File: config.mk
export PLATFORM = sky130hd
export DESIGN_NAME = vbsm_regs
export DESIGN_NICKNAME = d
export VERILOG_FILES = /design/src/inc/vbsm_pkg.sv /design/src/rtl/vbsm_vlatch.sv /design/src/rtl/vbsm_meas.sv /design/src/rtl/vbsm_regs.sv
export SDC_FILE = /design/constraint.sdc
export NUM_CORES = 1
export LEC_CHECK = 0
export BUFFER_PORTS_ARGS = -buffer_cell sky130_fd_sc_hd__buf_4
export CORE_MARGIN = 3
export CORE_UTILIZATION = 30
export CTS_CLUSTER_DIAMETER = 40
export DETAILED_ROUTE_END_ITERATION = 8
export PLACE_DENSITY = 0.47
export SETUP_SLACK_MARGIN = 0.4
export SLEW_MARGIN = 20
export SYNTH_ARGS = -nofsm -noshare
export SYNTH_HDL_FRONTEND = slang
export SYNTH_SLANG_ARGS = --single-unit
File: constraint.sdc
create_clock -name clk -period 14.2 [get_ports clk]
set_input_delay 2.13 -clock clk [delete_from_list [all_inputs] [get_ports clk]]
set_output_delay 2.13 -clock clk [all_outputs]
set_load 0.005 [all_outputs]
File: src/inc/vbsm_pkg.sv
// Constants and types shared by the video back end register bank.
// Assumes a subaddress write/read port driven by the chip's serial host front end.
package vbsm_pkg;

    // ****************
    // Port widths
    // ****************
    localparam int ADDR_W = 8;
    localparam int DATA_W = 16;
    localparam int REG_W = 9;
    localparam int CTL_W = 8;
    localparam int LINE_W = 9;

    // ****************
    // Subaddresses
    // ****************
    localparam logic [7:0] ADR_STATUS = 8'h1e;
    localparam logic [7:0] ADR_MEAS_CTL = 8'h25;
    localparam logic [7:0] ADR_CUT_BLUE = 8'h42;
    localparam logic [7:0] ADR_CUT_GREEN = 8'h46;
    localparam logic [7:0] ADR_CUT_RED = 8'h4a;
    localparam logic [7:0] ADR_VEL_DELCOR = 8'h4e;
    localparam logic [7:0] ADR_VEL_LIMIT = 8'h52;
    localparam logic [7:0] ADR_VEL_COEF = 8'h5a;
    localparam logic [7:0] ADR_PM_STOP = 8'h6b;
    localparam logic [7:0] ADR_PM_START = 8'h7b;
    localparam logic [7:0] ADR_TUBE_LINE = 8'h7f;

    // ****************
    // Field-latched register slots
    // ****************
    localparam int NUM_VREG = 9;
    localparam int VI_COEF = 0;
    localparam int VI_LIMIT = 1;
    localparam int VI_DELCOR = 2;
    localparam int VI_CUT_R = 3;
    localparam int VI_CUT_G = 4;
    localparam int VI_CUT_B = 5;
    localparam int VI_PM_START = 6;
    localparam int VI_PM_STOP = 7;
    localparam int VI_TUBE_LINE = 8;
    localparam logic [REG_W-1:0] REG_RESET = 9'h000;
    localparam logic [CTL_W-1:0] CTL_RESET = 8'h00;

    // ****************
    // Field positions
    // ****************
    localparam int GAIN_LSB = 0;
    localparam int GAIN_W = 6;
    localparam int DDEL_LSB = 6;
    localparam int DDEL_W = 3;
    localparam logic [DDEL_W-1:0] DDEL_OFF = 3'h0;
    localparam int LIM_LSB = 0;
    localparam int LIM_W = 7;
    localparam int HDEL_LSB = 0;
    localparam int HDEL_W = 4;
    localparam int COR_LSB = 4;
    localparam int COR_W = 4;
    localparam int CTL_TUBE_MEAS_ENABLE = 0;
    localparam int CTL_PICTURE_MEAS_BANDWIDTH = 1;
    localparam int CTL_PICTURE_MEAS_TRIGGER = 2;
    localparam int CTL_PICTURE_MEAS_WINDOW_SIZE = 3;
    localparam int ST_TUBE_DONE = 0;
    localparam int ST_PIC_DONE = 3;

    // Length of the tube measurement sequence, in lines
    localparam logic [3:0] TUBE_MEAS_LINES = 4'h8;

    typedef enum logic [3:0] {
        VBSM_PM_IDLE = 4'b0001,
        VBSM_PM_ARM = 4'b0010,
        VBSM_PM_WAIT = 4'b0100,
        VBSM_PM_RUN = 4'b1000
    } vbsm_pm_state_e;

    typedef enum logic [1:0] {
        VBSM_TM_IDLE = 2'b01,
        VBSM_TM_RUN = 2'b10
    } vbsm_tm_state_e;

endpackage

File: src/rtl/vbsm_vlatch.sv
// Host-side and working copies of the field-latched registers.
// Assumes vsync is a one-cycle pulse at each field boundary.
`timescale 1ns/1ps
module vbsm_vlatch
    import vbsm_pkg::*;
(
    input wire logic clk, // Display clock
    input wire logic rst, // Asynchronous reset
    input wire logic ce, // Clock enable
    input wire logic [NUM_VREG-1:0] wr_sel, // One-hot write select
    input wire logic [REG_W-1:0] wr_val, // Write value
    input wire logic vsync, // Field boundary pulse
    output logic [NUM_VREG-1:0][REG_W-1:0] work // Working copies
);

    typedef struct packed {
        logic [NUM_VREG-1:0][REG_W-1:0] host;
        logic [NUM_VREG-1:0][REG_W-1:0] work;
    } vbsm_vl_s;

    vbsm_vl_s s;
    vbsm_vl_s next_s;

    // A write in the boundary cycle lands next field; the field keeps what it had
    always_comb begin
        next_s = s;
        for (int i = 0; i < NUM_VREG; i++) begin
            if (vsync) begin
                next_s.work[i] = s.host[i];
            end
            if (wr_sel[i]) begin
                next_s.host[i] = wr_val;
            end
        end
    end

    always_ff @(posedge clk or posedge rst) begin
        if (rst) begin
            s <= '0;
        end else if (ce) begin
            s <= next_s;
        end
    end

    assign work = s.work;

endmodule

File: src/rtl/vbsm_meas.sv
// Tube and picture measurement sequencer.
// Assumes line_start pulses once per line with line_num already valid.
`timescale 1ns/1ps
module vbsm_meas
    import vbsm_pkg::*;
(
    input wire logic clk, // Display clock
    input wire logic rst, // Asynchronous reset
    input wire logic ce, // Clock enable
    input wire logic vsync, // Field boundary pulse
    input wire logic line_start, // Line start pulse
    input wire logic [LINE_W-1:0] line_num, // Current line
    input wire logic tube_en, // Tube measurement enable
    input wire logic [LINE_W-1:0] tube_line, // Tube measurement line
    input wire logic pm_trigger, // Start one picture measurement
    input wire logic [LINE_W-1:0] pm_start, // First measured line
    input wire logic [LINE_W-1:0] pm_stop, // Window closes at the start of this line; last measured line is the one before
    output logic tube_active, // Tube sequence running
    output logic tube_done, // Tube sequence complete
    output logic pic_active, // Picture window open
    output logic pic_done // Picture measurement complete
);

    typedef struct packed {
        vbsm_tm_state_e tm;
        logic [3:0] tm_cnt;
        logic tm_done;
        vbsm_pm_state_e pm;
        logic pm_done;
    } vbsm_ms_s;

    vbsm_ms_s s;
    vbsm_ms_s next_s;

    always_comb begin
        next_s = s;
        case (s.tm)
            VBSM_TM_IDLE: begin
                if (tube_en && line_start && line_num == tube_line) begin
                    next_s.tm = VBSM_TM_RUN;
                    next_s.tm_cnt = TUBE_MEAS_LINES;
                    next_s.tm_done = 1'b0;
                end
            end
            VBSM_TM_RUN: begin
                if (!tube_en) begin
                    next_s.tm = VBSM_TM_IDLE;
                end else if (line_start) begin
                    next_s.tm_cnt = s.tm_cnt - 4'h1;
                    if (s.tm_cnt == 4'h1) begin
                        next_s.tm = VBSM_TM_IDLE;
                        next_s.tm_done = 1'b1;
                    end
                end
            end
            default: next_s.tm = VBSM_TM_IDLE;
        endcase
        case (s.pm)
            VBSM_PM_IDLE: begin
                if (pm_trigger) begin
                    next_s.pm = VBSM_PM_ARM;
                    next_s.pm_done = 1'b0;
                end
            end
            // Wait for the next field boundary so the window is never cut short
            VBSM_PM_ARM: begin
                if (vsync) begin
                    next_s.pm = VBSM_PM_WAIT;
                end
            end
            VBSM_PM_WAIT: begin
                if (line_start && line_num == pm_start) begin
                    next_s.pm = VBSM_PM_RUN;
                end
            end
            VBSM_PM_RUN: begin
                if (line_start && line_num == pm_stop) begin
                    next_s.pm = VBSM_PM_IDLE;
                    next_s.pm_done = 1'b1;
                end
            end
            default: next_s.pm = VBSM_PM_IDLE;
        endcase
    end

    always_ff @(posedge clk or posedge rst) begin
        if (rst) begin
            s <= '{tm: VBSM_TM_IDLE, tm_cnt: 4'h0, tm_done: 1'b0,
                   pm: VBSM_PM_IDLE, pm_done: 1'b0};
        end else if (ce) begin
            s <= next_s;
        end
    end

    assign tube_active = (s.tm == VBSM_TM_RUN);
    assign tube_done = s.tm_done;
    assign pic_active = (s.pm == VBSM_PM_RUN);
    assign pic_done = s.pm_done;

endmodule

File: src/rtl/vbsm_regs.sv
// Video back end control registers: velocity modulation, cutoff, measurement control.
// Assumes the serial host front end presents decoded subaddress strobes synchronous to clk.
`timescale 1ns/1ps
module vbsm_regs
    import vbsm_pkg::*;
(
    input wire logic clk, // Display clock, 20 MHz
    input wire logic rst, // Asynchronous reset, active high
    input wire logic ce, // Clock enable, freezes all state when low
    input wire logic [ADDR_W-1:0] sub_addr, // Register subaddress
    input wire logic wr_strobe, // One-cycle write strobe
    input wire logic [DATA_W-1:0] wr_data, // Write data
    input wire logic rd_strobe, // One-cycle read strobe
    output logic [DATA_W-1:0] rd_data, // Read data, valid after rd_strobe
    input wire logic vsync, // Field boundary pulse
    input wire logic line_start, // Line start pulse
    input wire logic [LINE_W-1:0] line_num, // Current line number
    input wire logic window_override, // Window disable from the other register bank
    output logic [GAIN_W-1:0] velocity_gain, // Modulation gain
    output logic [DDEL_W-1:0] differentiator_delay, // Differentiator delay code
    output logic diff_filter_on, // Differentiator active
    output logic [LIM_W-1:0] limit_value, // Output clamp
    output logic [HDEL_W-1:0] half_clock_delay, // Delay in half clock steps
    output logic [COR_W-1:0] coring_value, // Coring threshold
    output logic [REG_W-1:0] cutoff_red, // Red black-level offset
    output logic [REG_W-1:0] cutoff_green, // Green black-level offset
    output logic [REG_W-1:0] cutoff_blue, // Blue black-level offset
    output logic tube_meas_enable, // Tube measurement enabled
    output logic picture_meas_bandwidth, // High selects the narrow band
    output logic picture_meas_window_size, // High selects the small window
    output logic tube_meas_active, // Tube measurement running
    output logic pic_meas_active // Picture window open
);

    // ****************
    // Address decode
    // ****************
    function automatic int vreg_index(input logic [ADDR_W-1:0] a);
        case (a)
            ADR_VEL_COEF: vreg_index = VI_COEF;
            ADR_VEL_LIMIT: vreg_index = VI_LIMIT;
            ADR_VEL_DELCOR: vreg_index = VI_DELCOR;
            ADR_CUT_RED: vreg_index = VI_CUT_R;
            ADR_CUT_GREEN: vreg_index = VI_CUT_G;
            ADR_CUT_BLUE: vreg_index = VI_CUT_B;
            ADR_PM_START: vreg_index = VI_PM_START;
            ADR_PM_STOP: vreg_index = VI_PM_STOP;
            ADR_TUBE_LINE: vreg_index = VI_TUBE_LINE;
            default: vreg_index = NUM_VREG;
        endcase
    endfunction

    logic [NUM_VREG-1:0] wr_sel;
    logic [NUM_VREG-1:0][REG_W-1:0] work;

    genvar gi;
    generate
        for (gi = 0; gi < NUM_VREG; gi++) begin : g_sel
            assign wr_sel[gi] = wr_strobe && (vreg_index(sub_addr) == gi);
        end
    endgenerate

    // ****************
    // Field-latched bank
    // ****************
    vbsm_vlatch u_vlatch (
        .clk(clk),
        .rst(rst),
        .ce(ce),
        .wr_sel(wr_sel),
        .wr_val(wr_data[REG_W-1:0]),
        .vsync(vsync),
        .work(work)
    );

    // The working bank is flops; fields are plain slices of it
    assign velocity_gain = work[VI_COEF][GAIN_LSB +: GAIN_W];
    assign differentiator_delay = work[VI_COEF][DDEL_LSB +: DDEL_W];
    // Unused upper limiter bits are ignored; a stray one cannot widen the clamp
    assign limit_value = work[VI_LIMIT][LIM_LSB +: LIM_W];
    assign half_clock_delay = work[VI_DELCOR][HDEL_LSB +: HDEL_W];
    assign coring_value = work[VI_DELCOR][COR_LSB +: COR_W];
    assign cutoff_red = work[VI_CUT_R];
    assign cutoff_green = work[VI_CUT_G];
    assign cutoff_blue = work[VI_CUT_B];

    // ****************
    // Control and read state
    // ****************
    typedef struct packed {
        logic [CTL_W-1:0] ctl;
        logic pm_trigger;
        logic filt_on;
        logic win_small;
        logic [DATA_W-1:0] rd_data;
    } vbsm_rg_s;

    vbsm_rg_s s;
    vbsm_rg_s next_s;
    logic tube_done;
    logic pic_done;
    logic tube_act;
    logic pic_act;

    always_comb begin
        next_s = s;
        next_s.pm_trigger = 1'b0;
        if (wr_strobe && sub_addr == ADR_MEAS_CTL) begin
            next_s.ctl = wr_data[CTL_W-1:0];
            next_s.pm_trigger = wr_data[CTL_PICTURE_MEAS_TRIGGER];
        end
        next_s.filt_on = (work[VI_COEF][DDEL_LSB +: DDEL_W] != DDEL_OFF);
        next_s.win_small = s.ctl[CTL_PICTURE_MEAS_WINDOW_SIZE] && !window_override;
        if (rd_strobe) begin
            next_s.rd_data = '0;
            case (sub_addr)
                ADR_MEAS_CTL: next_s.rd_data[CTL_W-1:0] = s.ctl;
                ADR_STATUS: begin
                    next_s.rd_data[ST_TUBE_DONE] = tube_done;
                    next_s.rd_data[ST_PIC_DONE] = pic_done;
                end
                default: next_s.rd_data = '0;
            endcase
        end
    end

    always_ff @(posedge clk or posedge rst) begin
        if (rst) begin
            s <= '{ctl: CTL_RESET, pm_trigger: 1'b0, filt_on: 1'b0,
                   win_small: 1'b0, rd_data: '0};
        end else if (ce) begin
            s <= next_s;
        end
    end

    // ****************
    // Measurement sequencer
    // ****************
    // Line limits come from the working bank, so a sequence sees one field's values
    vbsm_meas u_meas (
        .clk(clk),
        .rst(rst),
        .ce(ce),
        .vsync(vsync),
        .line_start(line_start),
        .line_num(line_num),
        .tube_en(s.ctl[CTL_TUBE_MEAS_ENABLE]),
        .tube_line(work[VI_TUBE_LINE]),
        .pm_trigger(s.pm_trigger),
        .pm_start(work[VI_PM_START]),
        .pm_stop(work[VI_PM_STOP]),
        .tube_active(tube_act),
        .tube_done(tube_done),
        .pic_active(pic_act),
        .pic_done(pic_done)
    );

    assign rd_data = s.rd_data;
    assign diff_filter_on = s.filt_on;
    assign tube_meas_enable = s.ctl[CTL_TUBE_MEAS_ENABLE];
    assign picture_meas_bandwidth = s.ctl[CTL_PICTURE_MEAS_BANDWIDTH];
    assign picture_meas_window_size = s.win_small;
    assign tube_meas_active = tube_act;
    assign pic_meas_active = pic_act;

endmodule

* Yosys cells after proc, flatten, opt, wreduce, memory -nomap -nowiden
Cells that the tools add are included.
Storage, ports and cells: register bits after elaboration 187, output and inout bits 73
Cells by class: add/sub/neg operators 1, equality and inequality tests 39, muxes and demuxes 20, reductions and logical operators 37
Operators by type and width (count):
- $eq 32x4->1 const B | 4
- $eq 8x7->1 const B | 9
- $eq 32x3->1 const B | 2
- $pmux 4 s9 | 1
- $eq 32x2->1 const B | 1
- $eq 32x5->1 const B | 1
- $logic_not 32->1 | 1
- $eq 9x9->1 | 3
- $reduce_and 2->1 | 12
- $pmux 4 s4 | 1
- $logic_and 1x1->1 | 15
- $mux 5 | 3
- $mux 7 | 2
- $mux 4 | 3
- $ne 2x1->1 const B | 5
- $pmux 5 s2 | 1
- $reduce_and 5->1 | 2
- $eq 4x1->1 const B | 2
- $eq 8x5->1 const B | 1
- $eq 8x6->1 const B | 1
- $reduce_and 4->1 | 2
- $mux 2 | 3
- $ne 2x2->1 const B | 3
- $pmux 1 s2 | 3
- other kinds (14) | 16

* Depth between registers and ports, before layout
depth after elaboration 5, gate-level depth with buffers 7, mapped depth without buffers 7

* Hierarchy
Synthesis repeated with hierarchy kept, for this count alone.
Unflattened totals: cell total of the unflattened synthesis 633, area total of the unflattened synthesis 9067.4 um^2
By module, submodules not included:
- vbsm_vlatch | times used 1, cells an instance 425, area each 7038.0 um^2, sequential area each 4053.9 um^2
- vbsm_regs | times used 1, cells an instance 100, area each 1027.2 um^2, sequential area each 475.5 um^2
- vbsm_meas | times used 1, cells an instance 108, area each 1002.2 um^2, sequential area each 302.8 um^2

* Worst setup path after synthesis
Ideal clock, no wire load.
path kind in2reg, from input port sub_addr[0], to register u_vlatch.s[81] (netlist bit), arrival time 3.448 ns, data required time 14.075 ns, path slack 10.627 ns, stages 6, buffers on the path 1, cell sequence or3b_1 -> nor3_2 -> nand3_1 -> or2_1 -> buf_6 -> mux2_4
On the way: cells in the longest elaborated chain, start to end 5
Ends and longest elaborated chain:
- start, declared | RTL line vbsm_regs.sv:10 | input wire logic [ADDR_W-1:0] sub_addr,
- $eq 8x7->1 | RTL line vbsm_regs.sv:39 | case (a)
- $pmux 4 s9 (*) | RTL line vbsm_regs.sv:39
- $logic_not 32->1 (*) | RTL line vbsm_regs.sv:59 | assign wr_sel[gi] = wr_strobe && (vreg_index(sub_addr) == gi);
- $logic_and 1x1->1 (*) | RTL line vbsm_regs.sv:59
- $reduce_and 2->1 (no source line) (*)
- end signal, assigned | RTL line vbsm_vlatch.sv:41 | s <= next_s;
- end, declared | RTL line vbsm_vlatch.sv:21 | vbsm_vl_s s;
Every way passes the cells marked *; elsewhere a longest branch is shown, timed or not. A chain may end at the register's enable or synchronous reset.

* Worst setup path after layout
from input port line_num[7], to register u_meas.s[6] (netlist bit)
On the way: cells in the longest elaborated chain, start to end 4
Ends and longest elaborated chain:
- start, declared | RTL line vbsm_regs.sv:17 | input wire logic [LINE_W-1:0] line_num,
- $eq 9x9->1 | RTL line vbsm_meas.sv:39 | if (tube_en && line_start && line_num == tube_line) begin
- $logic_and 1x1->1 | RTL line vbsm_meas.sv:39
- $ne 2x1->1 (no source line)
- $reduce_and 5->1 (no source line)
- end signal, assigned | RTL line vbsm_meas.sv:88 | s <= '{tm: VBSM_TM_IDLE, tm_cnt: 4'h0, tm_done: 1'b0,
- end signal, assigned | RTL line vbsm_meas.sv:91 | s <= next_s;
- end, declared | RTL line vbsm_meas.sv:32 | vbsm_ms_s s;
Every way passes these cells.

==> results.toml <==
[worst_setup_path]
critical-path-slowest-cell = "nor4_1"
crit_path_start_kind = "input port"
cp.arrival_ns = 3.95
cp-end-kind = "flip-flop"
r2r_setup_slack_ns = 11.99
cp_cell_sequence = "buf_4, xnor2_1, nand4_1, nor4_1, o21ai_0, mux2_2"
r2r_end = "u_meas.s[6]"
cp.required_ns = 14.51
worstReg2RegStart = "u_vlatch.work[79]"
max_stage_delay_ns = 0.73
critPathKind = "in2reg"
rr_worst_depth = 5
critPathMaxFanout = 6

[worst_hold_path]
min_path_type = "reg2reg"
min_to = "u_vlatch.s[93]"
hold_path_startpoint = "u_vlatch.s[93]"
hold_path_depth = 1

[clock_tree]
cts_tree = "yes"
cts_sinks = 187
cts_setup_buffers = 0
hold_buffers = 0
cts_root_buf = "clkbuf_16"
clock_latency_ns = 0.42
cts_buffer_depth = 2
ctsResizeCount = 0
numCtsBuffers = 17
clkSlewWorstSetupHoldPaths_ns = 0.07
cts_htree_levels = 4

[flow_run]
drv_cap = 0

[die]
row_count = 59
core_um2 = 26500
die_x_um = 171
pin_count = 114
start_util_pct = 31.0
dieArea_um2 = 29400
die_height_um = 171

[global_routing]
grt_pass1_vias = 4949
grt_usage_pct = 13.0
grt_pass1_wl_um = 29100
grt-ovfl-total = 0
antenna_found_initial = 4
grt_max_degree = 107

[yosys]
ys_seq_area_share_pct = 57.0
synthCells = 600
synth-seq-cells = 187
yosysTopAreaCellShare_pct = 56.4
synth.top_cells.by_area = "dfrtp_1 (56%), mux2_2 (20%), buf_4 (6.1%), xnor2_1 (2.8%), mux2_4 (1.6%)"
synth.distinct_cells = 52
synth.avg_cell_area_um2 = 13.7
ys_top_cells_by_count = "dfrtp_1 (185), mux2_2 (148), buf_4 (67)"
netlist_area_um2 = 8210
synth_top_cell_by_area = "dfrtp_1"
synth.most_common_cell = "dfrtp_1"
async_reset_ff_share_pct = 100
synth_edf_count = 0
synth_warnings = 0
synthFlopType = "dfrtp_1"

[finish]
ff_latch_area_um2 = 4680
fillers = 2566
finish.utilization_pct = 35.7
final_nets = 679
syn_to_final_growth_pct = 15.3
drive_gt1_share_pct = 45.9
finalNonFillerCells = 985
multi_input_area_um2 = 2930
finalInstanceArea_um2 = 9470

[drt]
drt_wl_total_um = 18300
drt_iter0_drc = 276
first_pass_iters = 4
vias_per_cell = 4.66
via_count = 4594
drtAntennaViolNets = 0
avgRoutedWirePerCell_um = 18.6
drcViolationCount = 0

[placement]
dpl.hpwl_um = 12100
post-place-cells = 952
placed_area_um2 = 8820
dp_slack_ns = 10.05
gp_congestion = 0.728
port-buffer-count = 98

[sta]
fin_skew_ns = 0.0106
drv_slew = 0
layout_setup_ws_ns = 10.56
fin_tns_setup_ns = 0
final-hold-violation-count = 0
tightest_slew_ns = 0.968
hold_ws_ns = 0.489
setup_viol = 0
min_period_ns = 3.64
fin_crit_sh_pct = 25.7
max_freq_ghz = 0.274
rsz0062_at_grt = "no"
slew_headroom_pct = 35.5

[power_and_ir_drop]
total_power_mw = 1.18
p_leak_nw = 4.78
power.density_nw_per_um2 = 125
peakVddDrop_mv = 0.0785

[outcome]
status = "complete, no violations"
==> layout by cell type, fill, tap and decap left out, types with 3 or more instances in the layout <==
cell type,count
clkbuf_16,17
conb_1,8
buf_4,98
xor2_1,3
o31ai_1,3
inv_6,6
nand4_1,8
o21ai_0,10
inv_1,11
a22o_1,6
nor2_1,13
nand2_1,19
and3_1,3
a21oi_1,3
nor3_1,4
xnor2_1,26
bufinv_16,4
nor3b_1,3
mux2_4,9
mux2_1,8
mux2_2,148
nand3_1,7
dfrtp_1,185
==> critical path, delay by kind of cell <==
family                 cells  cell delay (ns)
multiplexers               1             0.32
AND/OR/NAND/NOR            2             0.90
buffers and inverters      1             0.14
AO/OA/AOI/OAI              1             0.29
XOR/XNOR                   1             0.16
==> power by group <==
group | switching, mW | internal (mW) | total (mW)
sequential | 0.0147 | 0.552 | 0.567
combinational | 0.0517 | 0.0463 | 0.0979
clock | 0.215 | 0.304 | 0.519
total | 0.281 | 0.903 | 1.18
==> worst max-delay path by stage <==
stage / start / to / slack (ns)
6_report: line_num[7] / u_meas.s[6] / 10.56
5_1_grt: line_num[7] / u_meas.s[6] / 10.24
4_1_cts: rst / u_vlatch.s[152] / 10.51
3_5_place_dp: rst / u_vlatch.s[103] / 10.05
3_3_place_gp: line_num[7] / u_meas.s[7] / 10.11
2_1_floorplan: rst / diff_filter_on / 6.99
==> area by class of cell <==
type                    count  share of cell area [%]
clock inverters            14                    2.14
inverters                  13                   0.568
multi-input cells         318                    30.9
well taps                 335                    4.43
flip-flops and latches    187                    49.4
repair buffers             99                    7.89
diodes                      1                  0.0264
clock buffers              18                    4.64
==> cell families after synthesis <==
kind of cell / synth area share (%)
other: 0.0457
AOI/OAI and AO/OA: 2.68
xor gates and xnor gates: 3.09
DFF: 57.0
adders and majority gates: 0.305
and+or+nand+nor: 5.82
buffers and inverters: 7.89
muxes: 23.2
==> state kept, by name, indices dropped and copies added (netlist names), 7 cells and up <==
register and cells:
rd_data 8, u_vlatch.work 78, u_vlatch.s 78, s 7, u_meas.s 10
==> metal layers <==
metal | global-route usage, % | routed length [µm]
met1 | 17.7 | 8520
met5 | 0 | 15
met2 | 20.6 | 8480
met4 | 3.88 | 293
met3 | 3.29 | 987
Note: power is estimated with default switching activity, not from simulation.
